File: src/rtl/rsb_params.svh
// Purpose: Constants of the radio status register bank.
// Assumes: Serial access header is {read, burst, addr[5:0]}.
// Notes: Offsets are the six address bits of the access header.
// Contract
// - Timer high byte reads at 0x36.
// - Timer low byte reads at 0x37.
// - Checksum match bit, cleared entering receive.
// - Carrier sense bit, cleared in idle.
// - Preamble quality bit held until receive re-entry.
// - Preamble quality bit cleared below threshold.
// - Frame flag set on sync, cleared at end.
// - Frame flag cleared on discard or overflow.
// - Frame flag reads zero while transmitting.
// - Bit 0 shows uninverted general output 0.
// - 0x3A holds underflow and transmit count.
// - 0x3B holds overflow and receive count.
// - 0x3C/0x3D hold oscillator calibration results.
// - 0x39 shows PLL calibration setting.
// - 0x35 shows radio state code.
`ifndef RSB_PARAMS_SVH
`define RSB_PARAMS_SVH

// Access header fields.
`define RSB_HDR_READ_BIT 7
`define RSB_HDR_BURST_BIT 6
`define RSB_HDR_ADDR_MSB 5

// Register offsets.
`define RSB_OFS_STATUS_LO 6'h30
`define RSB_OFS_STATUS_HI 6'h3d
`define RSB_OFS_FSM_STATE 6'h35
`define RSB_OFS_TIMER_HIGH 6'h36
`define RSB_OFS_TIMER_LOW 6'h37
`define RSB_OFS_PKT_STATUS 6'h38
`define RSB_OFS_PLL_CAL 6'h39
`define RSB_OFS_TX_LEVEL 6'h3a
`define RSB_OFS_RX_LEVEL 6'h3b
`define RSB_OFS_RC_CAL_A 6'h3c
`define RSB_OFS_RC_CAL_B 6'h3d

// Packet status bit positions.
`define RSB_PKT_CRC_BIT 7
`define RSB_PKT_CS_BIT 6
`define RSB_PKT_QUAL_BIT 5
`define RSB_PKT_CLEAR_BIT 4
`define RSB_PKT_FRAME_BIT 3
`define RSB_PKT_GO2_BIT 2
`define RSB_PKT_GO0_BIT 0

// Queue level fields.
`define RSB_LVL_FLAG_BIT 7

// Reset values.
`define RSB_RST_BYTE 8'h00
`define RSB_RST_STATE 5'h00

`endif

File: src/rtl/rsb_pkg.sv
// Purpose: Types of the radio status register bank.
// Assumes: State codes are five bits wide.
// Notes: Only the sleep code, the idle code and codes that the flag logic tests are named.
package rsb_pkg;

    // Radio control state codes that the status flags react to, and the sleep code.
    typedef enum logic [4:0] {
        RSB_ST_SLEEP = 5'b00000,
        RSB_ST_IDLE = 5'b00001,
        RSB_ST_RX = 5'b01101,
        RSB_ST_RX_END = 5'b01110,
        RSB_ST_RX_RST = 5'b01111,
        RSB_ST_RX_OVERFLOW = 5'b10001,
        RSB_ST_TX = 5'b10011,
        RSB_ST_TX_END = 5'b10100
    } rsb_radio_state_e;

    typedef logic [7:0] rsb_byte_t;
    typedef logic [5:0] rsb_addr_t;

endpackage

File: src/rtl/rsb_serial_port.sv
// Purpose: Serial register port, mode 0, most significant bit first.
// Assumes: Select, clock and data pins are synchronous to clk_in.
// Notes: Serial clock half period must span at least two clk_in cycles.
`timescale 1ns/1ps
`default_nettype none
`include "rsb_params.svh"
module rsb_serial_port
    import rsb_pkg::*;
(
    input wire logic clk_in,
    input wire logic resetn_in,
    input wire logic select_n_in,
    input wire logic sclk_in,
    input wire logic mosi_in,
    input wire logic load_in,
    input wire rsb_byte_t tx_byte_in,
    output logic byte_done_out,
    output rsb_byte_t rx_byte_out,
    output logic first_byte_out,
    output logic miso_out,
    output logic miso_oe_n_out
);

    logic sclk_q_r;
    logic [2:0] bit_cnt_r;
    rsb_byte_t shift_in_r;
    rsb_byte_t shift_out_r;
    logic first_r;
    logic rise;
    logic fall;

    // Serial clock edges against the previous sample.
    assign rise = sclk_in & ~sclk_q_r;
    assign fall = ~sclk_in & sclk_q_r;

    // Receive shifter and byte framing.
    always_ff @(posedge clk_in or negedge resetn_in) begin
        if (!resetn_in) begin
            sclk_q_r <= 1'b0;
            bit_cnt_r <= 3'h0;
            shift_in_r <= `RSB_RST_BYTE;
            byte_done_out <= 1'b0;
            rx_byte_out <= `RSB_RST_BYTE;
            first_byte_out <= 1'b0;
            first_r <= 1'b1;
        end else begin
            sclk_q_r <= sclk_in;
            byte_done_out <= 1'b0;
            if (select_n_in) begin
                bit_cnt_r <= 3'h0;
                first_r <= 1'b1;
            end else if (rise) begin
                shift_in_r <= {shift_in_r[6:0], mosi_in};
                bit_cnt_r <= bit_cnt_r + 3'h1;
                if (bit_cnt_r == 3'h7) begin
                    byte_done_out <= 1'b1;
                    rx_byte_out <= {shift_in_r[6:0], mosi_in};
                    first_byte_out <= first_r;
                    first_r <= 1'b0;
                end
            end
        end
    end

    // Transmit shifter; bits change on the falling serial clock edge.
    always_ff @(posedge clk_in or negedge resetn_in) begin
        if (!resetn_in) begin
            shift_out_r <= `RSB_RST_BYTE;
            miso_out <= 1'b0;
            miso_oe_n_out <= 1'b1;
        end else if (select_n_in) begin
            shift_out_r <= `RSB_RST_BYTE;
            miso_out <= 1'b0;
            miso_oe_n_out <= 1'b1;
        end else begin
            miso_oe_n_out <= 1'b0;
            if (load_in) begin
                shift_out_r <= tx_byte_in;
            end else if (fall) begin
                miso_out <= shift_out_r[7];
                shift_out_r <= {shift_out_r[6:0], 1'b0};
            end
        end
    end

endmodule // rsb_serial_port
`default_nettype wire

File: src/rtl/rsb_frame_flags.sv
// Purpose: Sticky packet flags driven by radio state and receive events.
// Assumes: Event inputs are one-cycle pulses from the receiver.
// Notes: A set in the same cycle as a clear wins.
`timescale 1ns/1ps
`default_nettype none
`include "rsb_params.svh"
module rsb_frame_flags
    import rsb_pkg::*;
(
    input wire logic clk_in,
    input wire logic resetn_in,
    input wire logic [4:0] radio_state_in,
    input wire logic crc_done_in,
    input wire logic crc_match_in,
    input wire logic quality_hit_in,
    input wire logic [7:0] quality_in,
    input wire logic [7:0] threshold_in,
    input wire logic sync_found_in,
    input wire logic packet_end_in,
    input wire logic filter_discard_in,
    output logic crc_match_out,
    output logic quality_reached_out,
    output logic frame_flag_out
);

    logic [4:0] prev_state_r;
    logic in_rx;
    logic in_tx;
    logic rx_entry;
    logic rx_restart;

    // Receive family and entry detection.
    assign in_rx = (radio_state_in == RSB_ST_RX) || (radio_state_in == RSB_ST_RX_END)
        || (radio_state_in == RSB_ST_RX_RST);
    assign in_tx = (radio_state_in == RSB_ST_TX) || (radio_state_in == RSB_ST_TX_END);
    assign rx_entry = (radio_state_in == RSB_ST_RX) && (prev_state_r != RSB_ST_RX);
    assign rx_restart = (radio_state_in == RSB_ST_RX_RST) && (prev_state_r != RSB_ST_RX_RST);

    // Previous state code.
    always_ff @(posedge clk_in or negedge resetn_in) begin
        if (!resetn_in) begin
            prev_state_r <= `RSB_RST_STATE;
        end else begin
            prev_state_r <= radio_state_in;
        end
    end

    // Checksum match flag.
    always_ff @(posedge clk_in or negedge resetn_in) begin
        if (!resetn_in) begin
            crc_match_out <= 1'b0;
        end else if (crc_done_in) begin
            crc_match_out <= crc_match_in;
        end else if (rx_entry || rx_restart) begin
            crc_match_out <= 1'b0;
        end
    end

    // Preamble quality flag; outside receive it holds its value.
    always_ff @(posedge clk_in or negedge resetn_in) begin
        if (!resetn_in) begin
            quality_reached_out <= 1'b0;
        end else if (quality_hit_in && in_rx) begin
            quality_reached_out <= 1'b1;
        end else if (rx_entry) begin
            quality_reached_out <= 1'b0;
        end else if (in_rx && (quality_in < threshold_in)) begin
            quality_reached_out <= 1'b0;
        end
    end

    // Start of frame flag.
    always_ff @(posedge clk_in or negedge resetn_in) begin
        if (!resetn_in) begin
            frame_flag_out <= 1'b0;
        end else if (in_tx) begin
            frame_flag_out <= 1'b0;
        end else if (sync_found_in && in_rx) begin
            frame_flag_out <= 1'b1;
        end else if (packet_end_in || filter_discard_in) begin
            frame_flag_out <= 1'b0;
        end else if (radio_state_in == RSB_ST_RX_OVERFLOW) begin
            frame_flag_out <= 1'b0;
        end
    end

endmodule // rsb_frame_flags
`default_nettype wire

File: src/rtl/rsb_status_bank.sv
// Purpose: Read-only status register bank behind the serial register port.
// Assumes: All status inputs are synchronous to clk_in, 20 MHz.
// Notes: Status values are sampled each cycle and frozen when a byte is loaded.
`timescale 1ns/1ps
`default_nettype none
`include "rsb_params.svh"
module rsb_status_bank
    import rsb_pkg::*;
(
    input wire logic clk_in,
    input wire logic resetn_in,
    // Serial register port.
    input wire logic select_n_in,
    input wire logic sclk_in,
    input wire logic mosi_in,
    output logic miso_out,
    output logic miso_oe_n_out,
    // Radio control state.
    input wire logic [4:0] radio_fsm_state_in,
    // Wake-on-radio timer.
    input wire logic [15:0] wakeup_timer_in,
    // Receive events and levels.
    input wire logic crc_done_in,
    input wire logic crc_match_in,
    input wire logic carrier_sense_in,
    input wire logic preamble_hit_in,
    input wire logic [7:0] preamble_quality_indicator_in,
    input wire logic [7:0] preamble_quality_threshold_in,
    input wire logic channel_clear_in,
    input wire logic sync_found_in,
    input wire logic packet_end_in,
    input wire logic filter_discard_in,
    // General outputs before polarity inversion.
    input wire logic general_output_2_in,
    input wire logic general_output_0_in,
    // Queue levels.
    input wire logic tx_queue_underflow_in,
    input wire logic [6:0] tx_byte_count_in,
    input wire logic rx_queue_overflow_in,
    input wire logic [6:0] rx_byte_count_in,
    // Calibration results.
    input wire logic [7:0] pll_cal_setting_in,
    input wire logic [6:0] rc_osc_cal_result_a_in,
    input wire logic [6:0] rc_osc_cal_result_b_in
);

    logic byte_done;
    rsb_byte_t rx_byte;
    logic first_byte;
    logic load;
    rsb_byte_t tx_byte;
    rsb_byte_t read_data;

    logic crc_match;
    logic quality_reached;
    logic frame_flag;

    logic [4:0] fsm_state_r;
    logic [15:0] timer_r;
    logic carrier_sense_r;
    logic channel_clear_r;
    logic go2_r;
    logic go0_r;
    logic tx_underflow_r;
    logic [6:0] tx_count_r;
    logic rx_overflow_r;
    logic [6:0] rx_count_r;
    logic [7:0] pll_cal_r;
    logic [6:0] rc_a_r;
    logic [6:0] rc_b_r;

    rsb_byte_t hdr_r;
    logic hdr_valid_r;
    logic hdr_status_read;
    logic byte_is_status_read;
    rsb_addr_t read_addr;

    rsb_byte_t pkt_status;

    // Serial shifter for the access header and data bytes.
    rsb_serial_port u_port (
        .clk_in(clk_in),
        .resetn_in(resetn_in),
        .select_n_in(select_n_in),
        .sclk_in(sclk_in),
        .mosi_in(mosi_in),
        .load_in(load),
        .tx_byte_in(tx_byte),
        .byte_done_out(byte_done),
        .rx_byte_out(rx_byte),
        .first_byte_out(first_byte),
        .miso_out(miso_out),
        .miso_oe_n_out(miso_oe_n_out)
    );

    // Sticky packet flags.
    rsb_frame_flags u_flags (
        .clk_in(clk_in),
        .resetn_in(resetn_in),
        .radio_state_in(radio_fsm_state_in),
        .crc_done_in(crc_done_in),
        .crc_match_in(crc_match_in),
        .quality_hit_in(preamble_hit_in),
        .quality_in(preamble_quality_indicator_in),
        .threshold_in(preamble_quality_threshold_in),
        .sync_found_in(sync_found_in),
        .packet_end_in(packet_end_in),
        .filter_discard_in(filter_discard_in),
        .crc_match_out(crc_match),
        .quality_reached_out(quality_reached),
        .frame_flag_out(frame_flag)
    );

    // Radio state and timer samples.
    always_ff @(posedge clk_in or negedge resetn_in) begin
        if (!resetn_in) begin
            fsm_state_r <= `RSB_RST_STATE;
            timer_r <= 16'h0000;
        end else begin
            fsm_state_r <= radio_fsm_state_in;
            timer_r <= wakeup_timer_in;
        end
    end

    // Live level samples; carrier sense is forced low in idle.
    always_ff @(posedge clk_in or negedge resetn_in) begin
        if (!resetn_in) begin
            carrier_sense_r <= 1'b0;
            channel_clear_r <= 1'b0;
            go2_r <= 1'b0;
            go0_r <= 1'b0;
        end else begin
            if (radio_fsm_state_in == RSB_ST_IDLE) begin
                carrier_sense_r <= 1'b0;
            end else begin
                carrier_sense_r <= carrier_sense_in;
            end
            channel_clear_r <= channel_clear_in;
            go2_r <= general_output_2_in;
            go0_r <= general_output_0_in;
        end
    end

    // Queue level samples.
    always_ff @(posedge clk_in or negedge resetn_in) begin
        if (!resetn_in) begin
            tx_underflow_r <= 1'b0;
            tx_count_r <= 7'h00;
            rx_overflow_r <= 1'b0;
            rx_count_r <= 7'h00;
        end else begin
            tx_underflow_r <= tx_queue_underflow_in;
            tx_count_r <= tx_byte_count_in;
            rx_overflow_r <= rx_queue_overflow_in;
            rx_count_r <= rx_byte_count_in;
        end
    end

    // Calibration samples.
    always_ff @(posedge clk_in or negedge resetn_in) begin
        if (!resetn_in) begin
            pll_cal_r <= `RSB_RST_BYTE;
            rc_a_r <= 7'h00;
            rc_b_r <= 7'h00;
        end else begin
            pll_cal_r <= pll_cal_setting_in;
            rc_a_r <= rc_osc_cal_result_a_in;
            rc_b_r <= rc_osc_cal_result_b_in;
        end
    end

    // Packet status byte; bit 1 stays zero.
    always_comb begin
        pkt_status = `RSB_RST_BYTE;
        pkt_status[`RSB_PKT_CRC_BIT] = crc_match;
        pkt_status[`RSB_PKT_CS_BIT] = carrier_sense_r;
        pkt_status[`RSB_PKT_QUAL_BIT] = quality_reached;
        pkt_status[`RSB_PKT_CLEAR_BIT] = channel_clear_r;
        pkt_status[`RSB_PKT_FRAME_BIT] = frame_flag;
        pkt_status[`RSB_PKT_GO2_BIT] = go2_r;
        pkt_status[`RSB_PKT_GO0_BIT] = go0_r;
    end

    // Read multiplexer; unmapped offsets and unused bits read as zero.
    always_comb begin
        read_data = `RSB_RST_BYTE;
        unique case (read_addr)
            `RSB_OFS_FSM_STATE: read_data = {3'h0, fsm_state_r};
            `RSB_OFS_TIMER_HIGH: read_data = timer_r[15:8];
            `RSB_OFS_TIMER_LOW: read_data = timer_r[7:0];
            `RSB_OFS_PKT_STATUS: read_data = pkt_status;
            `RSB_OFS_PLL_CAL: read_data = pll_cal_r;
            `RSB_OFS_TX_LEVEL: read_data = {tx_underflow_r, tx_count_r};
            `RSB_OFS_RX_LEVEL: read_data = {rx_overflow_r, rx_count_r};
            `RSB_OFS_RC_CAL_A: read_data = {1'b0, rc_a_r};
            `RSB_OFS_RC_CAL_B: read_data = {1'b0, rc_b_r};
            default: read_data = `RSB_RST_BYTE;
        endcase
    end

    // Header latch; cleared when the select line rises.
    always_ff @(posedge clk_in or negedge resetn_in) begin
        if (!resetn_in) begin
            hdr_r <= `RSB_RST_BYTE;
            hdr_valid_r <= 1'b0;
        end else if (select_n_in) begin
            hdr_valid_r <= 1'b0;
        end else if (byte_done && first_byte) begin
            hdr_r <= rx_byte;
            hdr_valid_r <= 1'b1;
        end
    end

    // A status read needs both the read and burst bits in the header.
    function automatic logic is_status_read(input rsb_byte_t hdr);
        is_status_read = hdr[`RSB_HDR_READ_BIT] && hdr[`RSB_HDR_BURST_BIT]
            && (hdr[`RSB_HDR_ADDR_MSB:0] >= `RSB_OFS_STATUS_LO)
            && (hdr[`RSB_HDR_ADDR_MSB:0] <= `RSB_OFS_STATUS_HI);
    endfunction

    // Addressing of the byte that follows the header or a data byte.
    assign hdr_status_read = hdr_valid_r && is_status_read(hdr_r);
    assign byte_is_status_read = first_byte ? is_status_read(rx_byte) : hdr_status_read;
    assign read_addr = first_byte ? rx_byte[`RSB_HDR_ADDR_MSB:0]
        : hdr_r[`RSB_HDR_ADDR_MSB:0];

    // Each completed byte loads the next outgoing byte; writes store nothing.
    assign load = byte_done;
    assign tx_byte = byte_is_status_read ? read_data : `RSB_RST_BYTE;

endmodule // rsb_status_bank
`default_nettype wire

File: config.mk
export PLATFORM = sky130hd
export DESIGN_NAME = rsb_status_bank
export DESIGN_NICKNAME = d
export VERILOG_FILES = /design/src/rtl/rsb_pkg.sv /design/src/rtl/rsb_serial_port.sv /design/src/rtl/rsb_frame_flags.sv /design/src/rtl/rsb_status_bank.sv
export VERILOG_INCLUDE_DIRS = /design/src /design/src/rtl
export SDC_FILE = /design/constraint.sdc
export NUM_CORES = 1
export LEC_CHECK = 0
export ABC_AREA = 1
export BUFFER_PORTS_ARGS = -buffer_cell sky130_fd_sc_hd__buf_2
export CORE_MARGIN = 1.5
export CORE_UTILIZATION = 45
export DETAILED_ROUTE_END_ITERATION = 8
export PLACE_DENSITY = 0.67
export SLEW_MARGIN = 20
export SYNTH_ARGS = -nofsm -noshare
export SYNTH_HDL_FRONTEND = slang
export SYNTH_SLANG_ARGS = --single-unit
File: constraint.sdc
create_clock -name clk_in -period 1.7 [get_ports clk_in]
set_input_delay 0.085 -clock clk_in [delete_from_list [all_inputs] [get_ports clk_in]]
set_output_delay 0.085 -clock clk_in [all_outputs]
set_load 0.005 [all_outputs]
==> Yosys cells after proc, flatten, opt, wreduce, memory -nomap -nowiden <==
Cells that the tools add are included.
{ "totals": {"ff_bits": 107, "latchBits": 0, "ramBits": 0, "romBits": 0, "inputBits": 90, "output_inout_bits": 2, "mem_count": 0} }
{ "op_classes": {"add_sub_neg": 1, "multipliers": 0, "div": 0, "order_cmp": 5, "eq_ne": 20, "n_shift": 0, "mux": 31, "bitwise_logic": 5, "n_reduce_logical": 31} }
{ "op_table": {"columns": ["cell", "n"], "rows": [
  ["one-hot mux 8 bit (9 select lines)", 1],
  ["== test 6 bit, second input constant", 9],
  ["two-way mux 8 bit", 4],
  ["two-way mux 1 bit", 23],
  ["== test 5 x 4 -> 1 bit, second input constant", 3],
  ["== test 5 bit, second input constant", 3],
  ["logical AND 1 bit", 13],
  [">= comparator 6 bit, second input constant", 2],
  ["<= comparator 6 bit, second input constant", 2],
  ["inequality test 5 x 4 -> 1 bit, second input constant", 2],
  ["nonzero test 2 bit", 5],
  ["< comparator 8 bit", 1],
  ["AND reduction 2 bit", 4],
  ["two-way mux 3 bit", 2],
  ["two-way mux 6 bit", 1],
  ["nonzero test 3 bit", 2],
  ["== test 5 x 1 -> 1 bit, second input constant", 1],
  ["logical OR 1 bit", 5],
  ["nonzero test 4 bit", 1],
  ["adder 3 x 1 -> 3 bit, second input constant", 1],
  ["== test 3 bit, second input constant", 1],
  ["NOT 1 bit", 3],
  ["AND reduction 3 bit", 1],
  ["bitwise AND 1 bit", 2],
  ["inequality test 2 bit, second input constant", 1]
]} }

==> Logic depth before layout (Yosys ltp) <==
Gate-level depths: netlist (run 1).
{ "logic_depth": {"ltp_word": 8, "mapped_depth": 14, "mapped_depth_nobuf": 14} }

==> Modules after synthesis <==
A second synthesis (run 1) with hierarchy kept.
{ "hier_totals": {"cells_unflattened": 538, "area_unflattened_um2": 4864.7} }
{ "by_module_without_submodules": {"columns": ["module", "instances", "cells_per_inst", "area_each_um2", "seq_area_each_um2"], "rows": [
  ["rsb_status_bank", 1, 304, 2895.3, 1801.7],
  ["rsb_serial_port", 1, 162, 1422.6, 803.3],
  ["rsb_frame_flags", 1, 72, 546.8, 200.2]
]} }

==> Worst setup path before layout (run 1) <==
Ideal clock, no wire load.
{ "synth_timing": {"path_type": "register to register", "start": "register u_port.first_byte_out", "end": "register u_port.shift_out_r[0]", "setup_time_ns": 0.116, "arrival_time_ns": 1.400, "required_ns": 1.584, "path_slack_ns": 0.184, "path_stages_with_launch": 12, "path_buffers": 2, "period_less_slack_ns": 1.516, "path_cell_list": "dfrtp_1 > buf_6 > nand2_4 > nand2_8 > nand2_4 > nor2_4 > buf_6 > and3_1 > nor3_1 > nand3_1 > nand2_1 > nand2_1"} }
{ "synth_via": {"elab_chain_cells": 6} }
{ "synth_lines": {"columns": ["item", "line", "text"], "rows": [
  ["start, declared", "rsb_serial_port.sv:19", "output logic first_byte_out,"],
  ["start signal, assigned", "rsb_serial_port.sv:58", "first_byte_out <= first_r;"],
  ["two-way mux 6 bit", "rsb_status_bank.sv:224", "assign read_addr = first_byte ? rx_byte[`RSB_HDR_ADDR_MSB:0]"],
  ["== test 6 bit", "rsb_status_bank.sv:187", "unique case (read_addr)"],
  ["one-hot mux 8 bit (9 select lines)", "rsb_status_bank.sv:187", null],
  ["two-way mux 8 bit (no source line) *", null, null],
  ["two-way mux 8 bit *", "rsb_serial_port.sv:77", "if (load_in) begin"],
  ["two-way mux 8 bit *", "rsb_serial_port.sv:71", "end else if (select_n_in) begin"],
  ["end signal, assigned", "rsb_serial_port.sv:72", "shift_out_r <= `RSB_RST_BYTE;"],
  ["end signal, assigned", "rsb_serial_port.sv:78", "shift_out_r <= tx_byte_in;"],
  ["end signal, assigned", "rsb_serial_port.sv:81", "shift_out_r <= {shift_out_r[6:0], 1'b0};"],
  ["end, declared", "rsb_serial_port.sv:27", "rsb_byte_t shift_out_r;"]
]} }
Every way passes the cells marked *; elsewhere a longest branch is shown, timed or not.
A chain may end at the register's enable or synchronous reset.

==> Final worst setup path (run 1) <==
{ "layout_timing": {"start": "register u_port.first_byte_out", "end": "register u_port.shift_out_r[4]"} }
The elaborated chain is that of the path after synthesis.

==> results of run 1 <==
[logic make-up after synthesis]
group	count (synthesis)	share of synthesized area [%]
muxes	6	1.47
DFF	107	58.1
AOI/OAI and AO/OA	41	4.78
buffers and inverters	61	5.92
and+or+nand+nor	260	27.3
adders and majority gates	9	2.44
[worst register-to-register path, cell delays in order (launching register included)]
cell	delay (ns)
dfrtp_2	0.46
buf_6	0.15
nand2_4	0.08
nand2_8	0.08
nor2_8	0.13
nand2_4	0.08
nor2_4	0.23
nand2_1	0.08
nand2_1	0.08
inv_1	0.05
nand3_1	0.07
nand2_1	0.07
nand2_1	0.08
nand2_1	0.05
nand2_1	0.08
[worst max-delay path by stage]
stage | start | endpoint | slack (ns)
global route | u_port.first_byte_out | u_port.shift_out_r[4] | -0.26
finish | u_port.first_byte_out | u_port.shift_out_r[4] | -0.14
floorplan | u_port.first_byte_out | u_port.shift_out_r[0] | 0.18
CTS | u_port.first_byte_out | u_port.shift_out_r[0] | -0.09
global placement | u_port.first_byte_out | u_port.shift_out_r[0] | -0.20
detailed placement | u_port.first_byte_out | u_port.shift_out_r[0] | -0.18
[routing by layer]
layer / part of all wire (%) / vias up / global-route usage (%)
li1: - / 1950 / -
met1: 41 / 1935 / 29.3
met2: 52 / 132 / 44.0
met3: 5.3 / 30 / 6.02
met4: 2.6 / 0 / 9.03
met5: 0 / - / 0
[cell usage after synthesis, types with 2 or more instances]
cell type  instances  share of area (%)
nand2_1          134                 11
dfrtp_1          105                 57
nand3_1           65                7.1
inv_1             46                3.7
o21ai_0           26                2.8
nor2_1            23                1.9
a21oi_1            9               0.98
ha_1               9                2.4
mux2_2             6                1.5
nand2_2            6               0.81
nand2_4            6                1.5
nand4_1            6               0.81
buf_6              5                1.2
nor2_2             5               0.68
inv_2              4               0.33
nor2_4             4               0.98
nor3_1             4               0.43
a22o_1             2               0.38
buf_2              2               0.22
clkbuf_1           2               0.16
dfstp_2            2                1.1
nand2_8            2               0.87
nor2_8             2               0.87
[stage by stage]
stage	cells	hold slack [ns]	total power [mW]	area, um2	worst slack (ns)
floorplan	484	-0.211	2.85	4610	0.184
global placement	725	-0.0208	3.07	5410	-0.198
detailed placement	725	-0.0210	3.08	5410	-0.181
CTS	819	0.115	4.58	6460	-0.0878
global route	821	0.140	4.77	6550	-0.262
finish	821	0.130	4.56	6550	-0.137
[timing repair]
item	in CTS	in global routing
gates resized for setup	25	18
pin swaps	11	21
endpoints found under the hold margin	175	0
endpoints found under the setup margin	8	11
setup buffers	6	2
hold buffers	72	0
cloned	1	0
[power by group through the flow]
stage	clock (mW)	combinational [mW]	sequential [mW]
finish	1.38	0.443	2.73
floorplan	0	0.101	2.75
detailed placement	0	0.305	2.77
global route	1.53	0.500	2.74
global placement	0	0.293	2.78
CTS	1.41	0.436	2.73
[flip-flops by register name, indices dropped and copies added (netlist names), 3 cells and up]
name                  cells
u_flags.prev_state_r      5
tx_count_r                7
u_port.bit_cnt_r          3
rc_b_r                    7
timer_r                  16
hdr_r                     8
u_port.shift_out_r        8
u_port.shift_in_r         7
rx_count_r                7
rc_a_r                    7
pll_cal_r                 8
u_port.rx_byte_out        8
[area by class of cell]
type,count,area share (%)
multi-input combinational,317,27.5
inverter,50,2.94
timing repair buffer,199,23.5
tap,133,2.54
sequential,107,41.0
clock buffer,10,2.10
clock inverter,5,0.459
==> impl_metrics.sql, run 1 <==
INSERT INTO impl_metrics (metric_group, metric, value, unit) VALUES
('final_layout', 'antenna_cells', '0', ''),
('routing', 'drt.antenna.violating_nets', '0', ''),
('floorplanning', 'floorplan.initialDensity', '46.7', '%'),
('yosys', 'synth_cells', '484', ''),
('timing', 'minimum_clock_period', '1.84', 'ns'),
('critical_path', 'cp_slowest_stage_delay', '0.46', 'ns'),
('critical_path', 'critical_path.max_fanout', '7', ''),
('power_and_ir_drop', 'internal_power', '3.47', 'mW'),
('place', 'globalplace.congestion', '0.893', ''),
('floorplanning', 'floorplan.rows', '36', ''),
('global_routing', 'grt_pass1_wl', '21000', 'um'),
('critical_path', 'cp_cell_sequence', 'buf_6 > nand2_4 > nand2_8 > nor2_8 > nand2_4 > nor2_4 > nand2_1 > nand2_1 > inv_1 > nand3_1 > nand2_1 > nand2_1 > nand2_1 > nand2_1', ''),
('cts', 'cts_sinks', '107', ''),
('timing', 'rsz0062_at_grt', 'yes', ''),
('final_layout', 'reg_area', '0.00268', 'mm2'),
('critical_path', 'critical_path_arrival', '2.16', 'ns'),
('critical_path', 'worst_reg2reg_path_length_in_cells', '14', ''),
('yosys', 'synth-seq-area-share', '58.1', '%'),
('power_and_ir_drop', 'netSwitchingPower', '1.09', 'mW'),
('power_and_ir_drop', 'leakagePower', '3.34', 'nW'),
('cts', 'clock_insertion_delay_worst_skew', '0.38', 'ns'),
('yosys', 'postSynthAreaPerCell', '9.53', 'um2'),
('yosys', 'synth_enable_flop_cells', '0', ''),
('yosys', 'ys_types', '32', ''),
('power_and_ir_drop', 'power.switching_fraction', '23.9', '%'),
('run_status', 'failed_checks', 'negative setup slack', ''),
('global_routing', 'number_of_global_route_vias_before_repair', '4397', ''),
('critical_path', 'critical_path_end_type', 'flip-flop', ''),
('cts', 'clock_tree_from_tritoncts', 'yes', ''),
('critical_path', 'regToRegEndpoint', 'u_port.shift_out_r[4]', ''),
('timing', 'finalWorstSetupSlack', '-0.137', 'ns'),
('cts', 'clk_path_buf_depth', '2', ''),
('critical_path', 'worst_path_dominant_cell_family', 'simple AND/OR/NAND/NOR gates', ''),
('cts', 'htreeDepth', '3', ''),
('cts', 'cts_root_buffer', 'clkbuf_8', ''),
('timing', 'finalCritPeriodShare', '108', '%'),
('final_layout', 'final.fill_count', '750', ''),
('global_routing', 'number_of_antenna_violations_at_the_first_check_in_global_routing', '0', ''),
('routing', 'drtPass1Iterations', '5', ''),
('global_routing', 'maximum_number_of_pins_on_one_net_before_global_route_repair', '43', ''),
('critical_path', 'worst-endpoint-required', '2.02', 'ns'),
('power_and_ir_drop', 'power_frac_comb', '9.7', '%'),
('power_and_ir_drop', 'share_clk_of_total_power', '30.4', '%'),
('routing', 'routed-via-count', '4047', ''),
('routing', 'wl_per_cell', '15.2', 'um'),
('yosys', 'yosys_warnings', '0', ''),
('floorplanning', 'core', '0.00986', 'mm2'),
('routing', 'totalWireLength', '12500', 'um'),
('timing', 'finalMaxSlewViolations', '0', ''),
('run_status', 'run_status', 'finished with violations', ''),
('critical_path', 'regToRegSetupSlack', '-0.14', 'ns'),
('routing', 'drt_iter0_drc', '235', ''),
('final_layout', 'drive_above_1_share', '30.5', '%'),
('place', 'io_buffers', '91', ''),
('critical_path', 'crit_cells', '14', ''),
('critical_path', 'cpMostUsedCell', 'nand2_1', ''),
('global_routing', 'grt.overflow.total', '0', ''),
('timing', 'worst_slew_pin_slew', '0.495', 'ns'),
('timing', 'achievable_frequency', '0.544', 'GHz'),
('power_and_ir_drop', 'power_per_cell_area', '696', 'mW/mm2'),
('critical_path', 'start_kind', 'flip-flop', ''),
('place', 'dp.final_hpwl', '7840', 'um'),
('global_routing', 'grt_util_all_layers', '24.8', '%'),
('power_and_ir_drop', 'ir_drop', '0.000604', 'V'),
('timing', 'setup_viol', '8', ''),
('yosys', 'synth_flop_cell', 'dfrtp_1', ''),
('timing', 'fin_skew', '0.0110', 'ns'),
('critical_path', 'timing.critical_path.buf_inv', '2', ''),
('routing', 'post_drt_via_cell_ratio', '4.93', ''),
('run', 'max_cap_violations', '0', ''),
('floorplanning', 'die_area', '0.0109', 'mm2');
(Power assumes the default switching activity.)
==> run 2, diff against run 1 <==
--- a/config.mk
+++ b/config.mk
@@ -10,9 +10,11 @@
 export BUFFER_PORTS_ARGS = -buffer_cell sky130_fd_sc_hd__buf_2
 export CORE_MARGIN = 1.5
 export CORE_UTILIZATION = 45
+export CTS_CLUSTER_DIAMETER = 120
 export DETAILED_ROUTE_END_ITERATION = 8
 export PLACE_DENSITY = 0.67
 export SLEW_MARGIN = 20
 export SYNTH_ARGS = -nofsm -noshare
 export SYNTH_HDL_FRONTEND = slang
+export SYNTH_HIERARCHICAL = 1
 export SYNTH_SLANG_ARGS = --single-unit
==> run 2 against run 1 <==
Against the previous run:
- clock skew increased by 0.00062 ns
- clock-buffer cell count increased by 4
- the run still ends with negative setup slack left
- critical path type unchanged
- critical endpoint is now u_port/shift_out_r[2]
- sequential share of layout area increased by 0.31 points
- highest routed layer unchanged
==> impl_metrics.sql, run 2 <==
INSERT INTO impl_metrics (metric_group, metric, value, unit) VALUES
('power_and_ir_drop', 'power_per_cell_area', '725', 'mW/mm2'),
('floorplanning', 'floorplan.rows', '37', ''),
('timing', 'final_hold_viol_count', '0', ''),
('global_routing', 'grt_util_all_layers', '23.6', '%'),
('cts', 'cts_sinks', '112', ''),
('critical_path', 'worstReg2RegStart', 'u_port/first_byte_out', ''),
('yosys', 'syn-cell-area', '0.00486', 'mm2'),
('final_layout', 'final.fill_count', '824', ''),
('cts', 'cts_root_buffer', 'clkbuf_8', ''),
('final_layout', 'finalCoreUtilization', '65.3', '%'),
('yosys', 'postSynthAreaPerCell', '9.04', 'um2'),
('floorplanning', 'dieWidth', '107', 'um'),
('timing', 'rsz0062_at_grt', 'yes', ''),
('yosys', 'synth_flop_cell', 'dfrtp_1', ''),
('cts', 'htreeDepth', '3', ''),
('run_status', 'run_status', 'finished with violations', ''),
('floorplanning', 'core', '0.0104', 'mm2'),
('place', 'io_buffers', '91', ''),
('routing', 'drt_iter0_drc', '185', ''),
('yosys', 'postSynthNetCount', '637', ''),
('yosys', 'netlist.top_cell.by_area', 'dfrtp_1', ''),
('final_layout', 'layout.cells.most_common', 'nand2_1', ''),
('timing', 'worst_slew_pin_slew', '0.474', 'ns'),
('place', 'preCtsSetupSlack', '-0.395', 'ns'),
('yosys', 'synth_cells', '538', ''),
('yosys', 'synth_enable_flop_cells', '0', ''),
('floorplanning', 'die_area', '0.0114', 'mm2'),
('place', 'globalplace.congestion', '0.875', ''),
('final_layout', 'layout.cells.most_common_list', 'nand2_1 (189), dfrtp_1 (109), buf_2 (90)', ''),
('yosys', 'postSynth.asyncResetShare', '100', '%'),
('final_layout', 'top_register_by_number_of_flip_flops', 'timer_r', ''),
('final_layout', 'drive_above_1_share', '28.0', '%'),
('global_routing', 'grt_pass1_wl', '20600', 'um'),
('global_routing', 'number_of_antenna_violations_at_the_first_check_in_global_routing', '0', ''),
('timing', 'final.hold.worst_slack', '0.150', 'ns'),
('final_layout', 'num-nets-final', '832', ''),
('timing', 'minimum_clock_period', '1.98', 'ns'),
('run_status', 'failed_checks', 'negative setup slack', ''),
('routing', 'drt.antenna.violating_nets', '0', ''),
('critical_path', 'worst-endpoint-required', '1.97', 'ns'),
('cts', 'cts_buffers', '9', ''),
('yosys', 'cell_with_the_most_instances_after_synthesis', 'nand2_1', ''),
('routing', 'routed-via-count', '4231', ''),
('routing', 'totalWireLength', '12400', 'um'),
('routing', 'wl_per_cell', '14.2', 'um'),
('final_layout', 'area_delta_synth_final', '39.8', '%'),
('yosys', 'post_synth_main_area_contributors', 'dfrtp_1 (57%), nand2_1 (16%), nand3_1 (4.7%)', ''),
('yosys', 'synth-seq-area-share', '57.7', '%'),
('yosys', 'yosys_warnings', '6', ''),
('critical_path', 'critical_path_end_type', 'flip-flop', ''),
('timing', 'slew_headroom', '68.4', '%'),
('global_routing', 'grt.overflow.total', '0', ''),
('floorplanning', 'floorplan.initialDensity', '46.7', '%'),
('timing', 'finalMaxSlewViolations', '0', ''),
('routing', 'drc', '0', ''),
('timing', 'setup_viol', '8', ''),
('yosys', 'synth.top_cell.area_share', '56.6', '%'),
('routing', 'drtPass1Iterations', '4', ''),
('final_layout', 'antenna_cells', '0', ''),
('final_layout', 'number_of_flip_flops_in_the_largest_register', '16', ''),
('timing', 'fin_skew', '0.0116', 'ns'),
('timing', 'finalCritPeriodShare', '117', '%'),
('cts', 'clock_insertion_delay_worst_skew', '0.38', 'ns'),
('critical_path', 'critical_path.max_fanout', '7', ''),
('cts', 'clk_pin_slew', '0.10', 'ns'),
('critical_path', 'setup.worst_path.start', 'u_port/first_byte_out', ''),
('yosys', 'ys_types', '32', ''),
('critical_path', 'start_kind', 'flip-flop', ''),
('cts', 'clock_tree_from_tritoncts', 'yes', ''),
('critical_path', 'timing_worst_setup_path_type', 'reg -> reg', ''),
('timing', 'finalWorstSetupSlack', '-0.281', 'ns'),
('routing', 'post_drt_via_cell_ratio', '4.84', ''),
('global_routing', 'number_of_global_route_vias_before_repair', '4426', ''),
('worst_hold_path', 'holdCritPathClass', 'in -> async', ''),
('global_routing', 'maximum_number_of_pins_on_one_net_before_global_route_repair', '39', ''),
('floorplanning', 'die-height', '107', 'um'),
('cts', 'clk_path_buf_depth', '2', ''),
('power_and_ir_drop', 'leakagePower', '3.49', 'nW'),
('yosys', 'postSynthRegisterBits', '112', ''),
('power_and_ir_drop', 'ir_drop', '0.000677', 'V'),
('timing', 'achievable_frequency', '0.505', 'GHz'),
('critical_path', 'critical_path_arrival', '2.25', 'ns'),
('floorplanning', 'io_pins', '92', ''),
('yosys', 'synth_commonest_cells', 'nand2_1 (202), dfrtp_1 (110), nand3_1 (46)', ''),
('run', 'max_cap_violations', '0', ''),
('place', 'dp.final_hpwl', '8150', 'um');
## run 2: cell types whose count changed after synthesis, sizes merged, moves of 5 or more
cell / change
nand2: +70
nand3: -17
o21ai: -17
nor2: +14
nand4: +7
dfrtp: +5
## run 2: layout make-up
class                   count  area, um2  area share (%)
repair buffers            190       1430            21.1
well taps                 136        170            2.50
multi-input cells         370       1990            29.3
flip-flops and latches    112       2810            41.3
clock inverters             2       37.5           0.552
repair inverters            1       7.51           0.110
inverters                  49        189            2.78
clock buffers              14        163            2.39
## run 2: worst paths after layout
check                                         endpoint  slack, ns  cells after the start
hold reg to reg                  u_port/rx_byte_out[7]       0.48                      2
hold / removal                                hdr_r[4]       0.15                      2
setup reg to reg                 u_port/shift_out_r[2]      -0.28                     16
setup / recovery                 u_port/shift_out_r[2]      -0.28                     16
max in group asynchronous         u_port/miso_oe_n_out       0.97                      3
min in group clk_in        u_flags/quality_reached_out       0.22                     10
## run 2: power breakdown
group / switching [mW] / internal [mW] / leakage (nW)
Combinational: 0.217 / 0.249 / 2.01
Clock: 0.840 / 0.765 / 0.0969
Sequential: 0.0656 / 2.79 / 1.39
## run 2: cells by family after synthesis
group,count (synthesis),share of synthesized area (%)
AOI/OAI and AO/OA,22,2.55
adders and majority gates,9,2.31
buffers and inverters,56,5.04
DFF,112,57.7
muxes,3,0.694
and+or+nand+nor,336,31.7
## run 2: worst max-delay path, stage by stage (launching register included)
cell and delay (ns):
dfrtp_2 0.51, clkinvlp_4 0.18, nand2_1 0.10, nand2_2 0.06, nand2_4 0.12, nor2_4 0.08, buf_6 0.12, nand3_1 0.06
nand2_1 0.06, nor2_1 0.13, nand3_1 0.11, nand2_1 0.08, inv_1 0.04, nand2_1 0.04, nand2_1 0.05, nand3_1 0.08
nand2_1 0.06
## run 2: through the flow
stage          std cells  instance area, um2  power [mW]  setup TNS [ns]
2_1_floorplan        538                4860        3.02               0
3_3_place_gp         779                5610        3.23           -1.60
3_5_place_dp         779                5610        3.24           -2.21
4_1_cts              871                6700        4.96           -1.29
5_1_grt              874                6800        5.15           -2.83
6_report             874                6800        4.93           -1.57
## run 2: timing repair
action,in CTS,in global routing
endpoints found under the setup margin,8,8
buffers inserted,2,3
hold buffers,73,0
gates resized for setup,30,23
hold endpoints to repair,171,0
pin swaps,18,29
cloned,1,0
## run 2: routing by layer
| layer | vias to the layer above | track usage [%] | wire length [um] |
|---|---|---|---|
| met5 | - | 0 | 0 |
| met2 | 104 | 42.1 | 6550 |
| met4 | 0 | 8.76 | 227 |
| met1 | 2017 | 28.3 | 5140 |
| met3 | 20 | 4.44 | 512 |
| li1 | 2090 | - | - |
==> run 3, diff against run 2 <==
--- a/config.mk
+++ b/config.mk
@@ -8,11 +8,13 @@
 export LEC_CHECK = 0
 export ABC_AREA = 1
 export BUFFER_PORTS_ARGS = -buffer_cell sky130_fd_sc_hd__buf_2
+export CAP_MARGIN = 20
 export CORE_MARGIN = 1.5
 export CORE_UTILIZATION = 45
 export CTS_CLUSTER_DIAMETER = 120
 export DETAILED_ROUTE_END_ITERATION = 8
 export PLACE_DENSITY = 0.67
+export SKIP_LAST_GASP = 1
 export SLEW_MARGIN = 20
 export SYNTH_ARGS = -nofsm -noshare
 export SYNTH_HDL_FRONTEND = slang
==> run 3 against run 2 <==
Against the previous run:
- the run still ends with negative setup slack left
- clock skew grew 0.0013 ns
- via count grew 0.31%
- highest routed layer unchanged
- combinational power is essentially flat
==> impl_metrics.sql, run 3 (synthesis gave the netlist of run 2 again) <==
INSERT INTO impl_metrics (metric_group, metric, value, unit) VALUES
('global_routing', 'grt_util_all_layers', '23.6', '%'),
('run', 'max_cap_violations', '0', ''),
('floorplanning', 'dieWidth', '107', 'um'),
('timing', 'worst_slew_pin_slew', '0.471', 'ns'),
('critical_path', 'critical_path_end_type', 'flip-flop', ''),
('critical_path', 'regToRegEndpoint', 'u_port/shift_out_r[2]', ''),
('final_layout', 'reg_area', '0.00281', 'mm2'),
('cts', 'htreeDepth', '3', ''),
('timing', 'minimum_clock_period', '1.99', 'ns'),
('floorplanning', 'core', '0.0104', 'mm2'),
('final_layout', 'finalCoreUtilization', '65.1', '%'),
('cts', 'clk_pin_slew', '0.10', 'ns'),
('global_routing', 'grt_pass1_wl', '20600', 'um'),
('cts', 'clk_path_buf_depth', '2', ''),
('final_layout', 'final_area', '0.00678', 'mm2'),
('routing', 'totalWireLength', '12500', 'um'),
('critical_path', 'start_kind', 'flip-flop', ''),
('critical_path', 'worstReg2RegStart', 'u_port/first_byte_out', ''),
('floorplanning', 'floorplan.rows', '37', ''),
('cts', 'clock_tree_from_tritoncts', 'yes', ''),
('critical_path', 'cpMostUsedCell', 'nand2_1', ''),
('run_status', 'failed_checks', 'negative setup slack', ''),
('final_layout', 'final.fill_count', '822', ''),
('place', 'dp.final_hpwl', '8150', 'um'),
('cts', 'cts_sinks', '112', ''),
('timing', 'finalCritPeriodShare', '117', '%'),
('worst_hold_path', 'holdCritPathClass', 'in -> async', ''),
('place', 'globalplace.congestion', '0.875', ''),
('critical_path', 'regToRegSetupSlack', '-0.29', 'ns'),
('routing', 'drt.antenna.violating_nets', '0', ''),
('final_layout', 'area_used_by_multi_input_combinational_logic', '0.00197', 'mm2'),
('timing', 'fin_skew', '0.0130', 'ns'),
('floorplanning', 'die-height', '107', 'um'),
('critical_path', 'worst-endpoint-required', '1.98', 'ns'),
('place', 'preCtsSetupSlack', '-0.395', 'ns'),
('power_and_ir_drop', 'leakagePower', '3.49', 'nW'),
('timing', 'setup_tns', '-1.60', 'ns'),
('floorplanning', 'die_area', '0.0114', 'mm2'),
('final_layout', 'layout.cells.most_common_list', 'nand2_1 (192), dfrtp_1 (109), buf_2 (90)', ''),
('routing', 'drc', '0', ''),
('timing', 'achievable_frequency', '0.503', 'GHz'),
('critical_path', 'critical_path.max_fanout', '7', ''),
('place', 'io_buffers', '91', ''),
('final_layout', 'num-nets-final', '832', ''),
('power_and_ir_drop', 'power_per_cell_area', '728', 'mW/mm2'),
('final_layout', 'drive_above_1_share', '27.2', '%'),
('cts', 'cts_buffers', '9', ''),
('timing', 'finalWorstSetupSlack', '-0.287', 'ns'),
('final_layout', 'number_of_flip_flops_in_the_largest_register', '16', ''),
('critical_path', 'critical_path_arrival', '2.26', 'ns'),
('timing', 'finalMaxSlewViolations', '0', ''),
('global_routing', 'number_of_global_route_vias_before_repair', '4426', ''),
('run_status', 'run_status', 'finished with violations', ''),
('routing', 'drtPass1Iterations', '4', ''),
('floorplanning', 'io_pins', '92', ''),
('timing', 'final_hold_viol_count', '0', ''),
('timing', 'rsz0062_at_grt', 'yes', ''),
('place', 'placed_area', '0.00561', 'mm2'),
('routing', 'drt_iter0_drc', '193', ''),
('cts', 'cts_root_buffer', 'clkbuf_8', ''),
('global_routing', 'number_of_antenna_violations_at_the_first_check_in_global_routing', '0', ''),
('final_layout', 'antenna_cells', '0', ''),
('timing', 'slew_headroom', '68.6', '%'),
('critical_path', 'cp_cell_sequence', 'clkinvlp_4 > nand2_1 > nand2_2 > nand2_4 > nor2_4 > buf_6 > nand3_1 > nand2_1 > nor2_1 > nand3_1 > nand2_1 > inv_1 > nand2_1 > nand2_1 > nand3_1 > nand2_1', ''),
('routing', 'routed-via-count', '4244', ''),
('global_routing', 'grt.overflow.total', '0', ''),
('power_and_ir_drop', 'ir_drop', '0.000684', 'V'),
('critical_path', 'cp_slowest_cell', 'dfrtp_2', ''),
('timing', 'setup_viol', '8', ''),
('final_layout', 'area_delta_synth_final', '39.4', '%'),
('floorplanning', 'floorplan.initialDensity', '46.7', '%'),
('critical_path', 'worst_reg2reg_path_length_in_cells', '16', ''),
('final_layout', 'layout.cells.most_common', 'nand2_1', ''),
('routing', 'post_drt_via_cell_ratio', '4.86', ''),
('global_routing', 'maximum_number_of_pins_on_one_net_before_global_route_repair', '39', ''),
('critical_path', 'timing_worst_setup_path_type', 'reg -> reg', ''),
('critical_path', 'cp_slowest_stage_delay', '0.51', 'ns'),
('cts', 'clock_insertion_delay_worst_skew', '0.38', 'ns'),
('final_layout', 'top_register_by_number_of_flip_flops', 'timer_r', ''),
('routing', 'wl_per_cell', '14.3', 'um');
## run 3: cell counts in the layout (fill, tap and decap cells not counted)
No cell type changed its count.
## run 3: layout make-up
class | instances | share of cell area (%)
clock buffers | 14 | 2.40
clock inverters | 2 | 0.554
repair buffers | 190 | 21.1
flip-flops and latches | 112 | 41.4
repair inverters | 1 | 0.111
inverters | 49 | 2.79
well taps | 136 | 2.51
multi-input cells | 370 | 29.1
## run 3: how the worst max path moves through the flow
| stage | from | end | slack (ns) | cells past startpoint |
|---|---|---|---|---|
| 6_report | u_port/first_byte_out | u_port/shift_out_r[2] | -0.29 | 16 |
| 5_1_grt | u_port/first_byte_out | u_port/shift_out_r[2] | -0.43 | 15 |
| 3_3_place_gp | u_port/first_byte_out | u_port/shift_out_r[5] | -0.27 | 13 |
| 2_1_floorplan | u_port/first_byte_out | u_port/shift_out_r[1] | 0.05 | 13 |
| 3_5_place_dp | u_port/first_byte_out | u_port/shift_out_r[6] | -0.39 | 13 |
| 4_1_cts | u_port/first_byte_out | u_port/shift_out_r[2] | -0.19 | 16 |
## run 3: metrics by stage
stage,power (mW),hold slack [ns],std cells
floorplan,3.02,-0.211,538
global placement,3.23,0.0199,779
detailed placement,3.24,0.0242,779
CTS,4.96,0.149,871
global route,5.15,0.167,874
finish,4.93,0.146,874
## run 3: what timing repair did
| action | CTS | global route |
|---|---|---|
| hold endpoints to repair | 171 | 0 |
| resized for setup | 30 | 17 |
| hold buffers | 73 | 0 |
| gates cloned | 1 | 0 |
| pin swaps | 18 | 29 |
| setup buffers | 2 | 3 |
| setup endpoints to repair | 8 | 8 |
## run 3: power breakdown
group | internal [mW] | total [mW] | switching [mW]
sequential | 2.79 | 2.86 | 0.0660
combinational | 0.249 | 0.465 | 0.216
clock | 0.765 | 1.61 | 0.845
## run 3: metal layers
| layer | track usage, % | up-vias | routed length, um |
|---|---|---|---|
| met1 | 28.3 | 2027 | 5130 |
| met5 | 0 | - | 0 |
| met4 | 8.76 | 0 | 229 |
| met2 | 42.1 | 106 | 6590 |
| li1 | - | 2091 | - |
| met3 | 4.44 | 20 | 511 |
## run 3: critical path: cells and delay by family, from the launching register on
family        cells  cell delay, ns
flops             1            0.51
buf+inv           3            0.33
simple gates     13            1.03
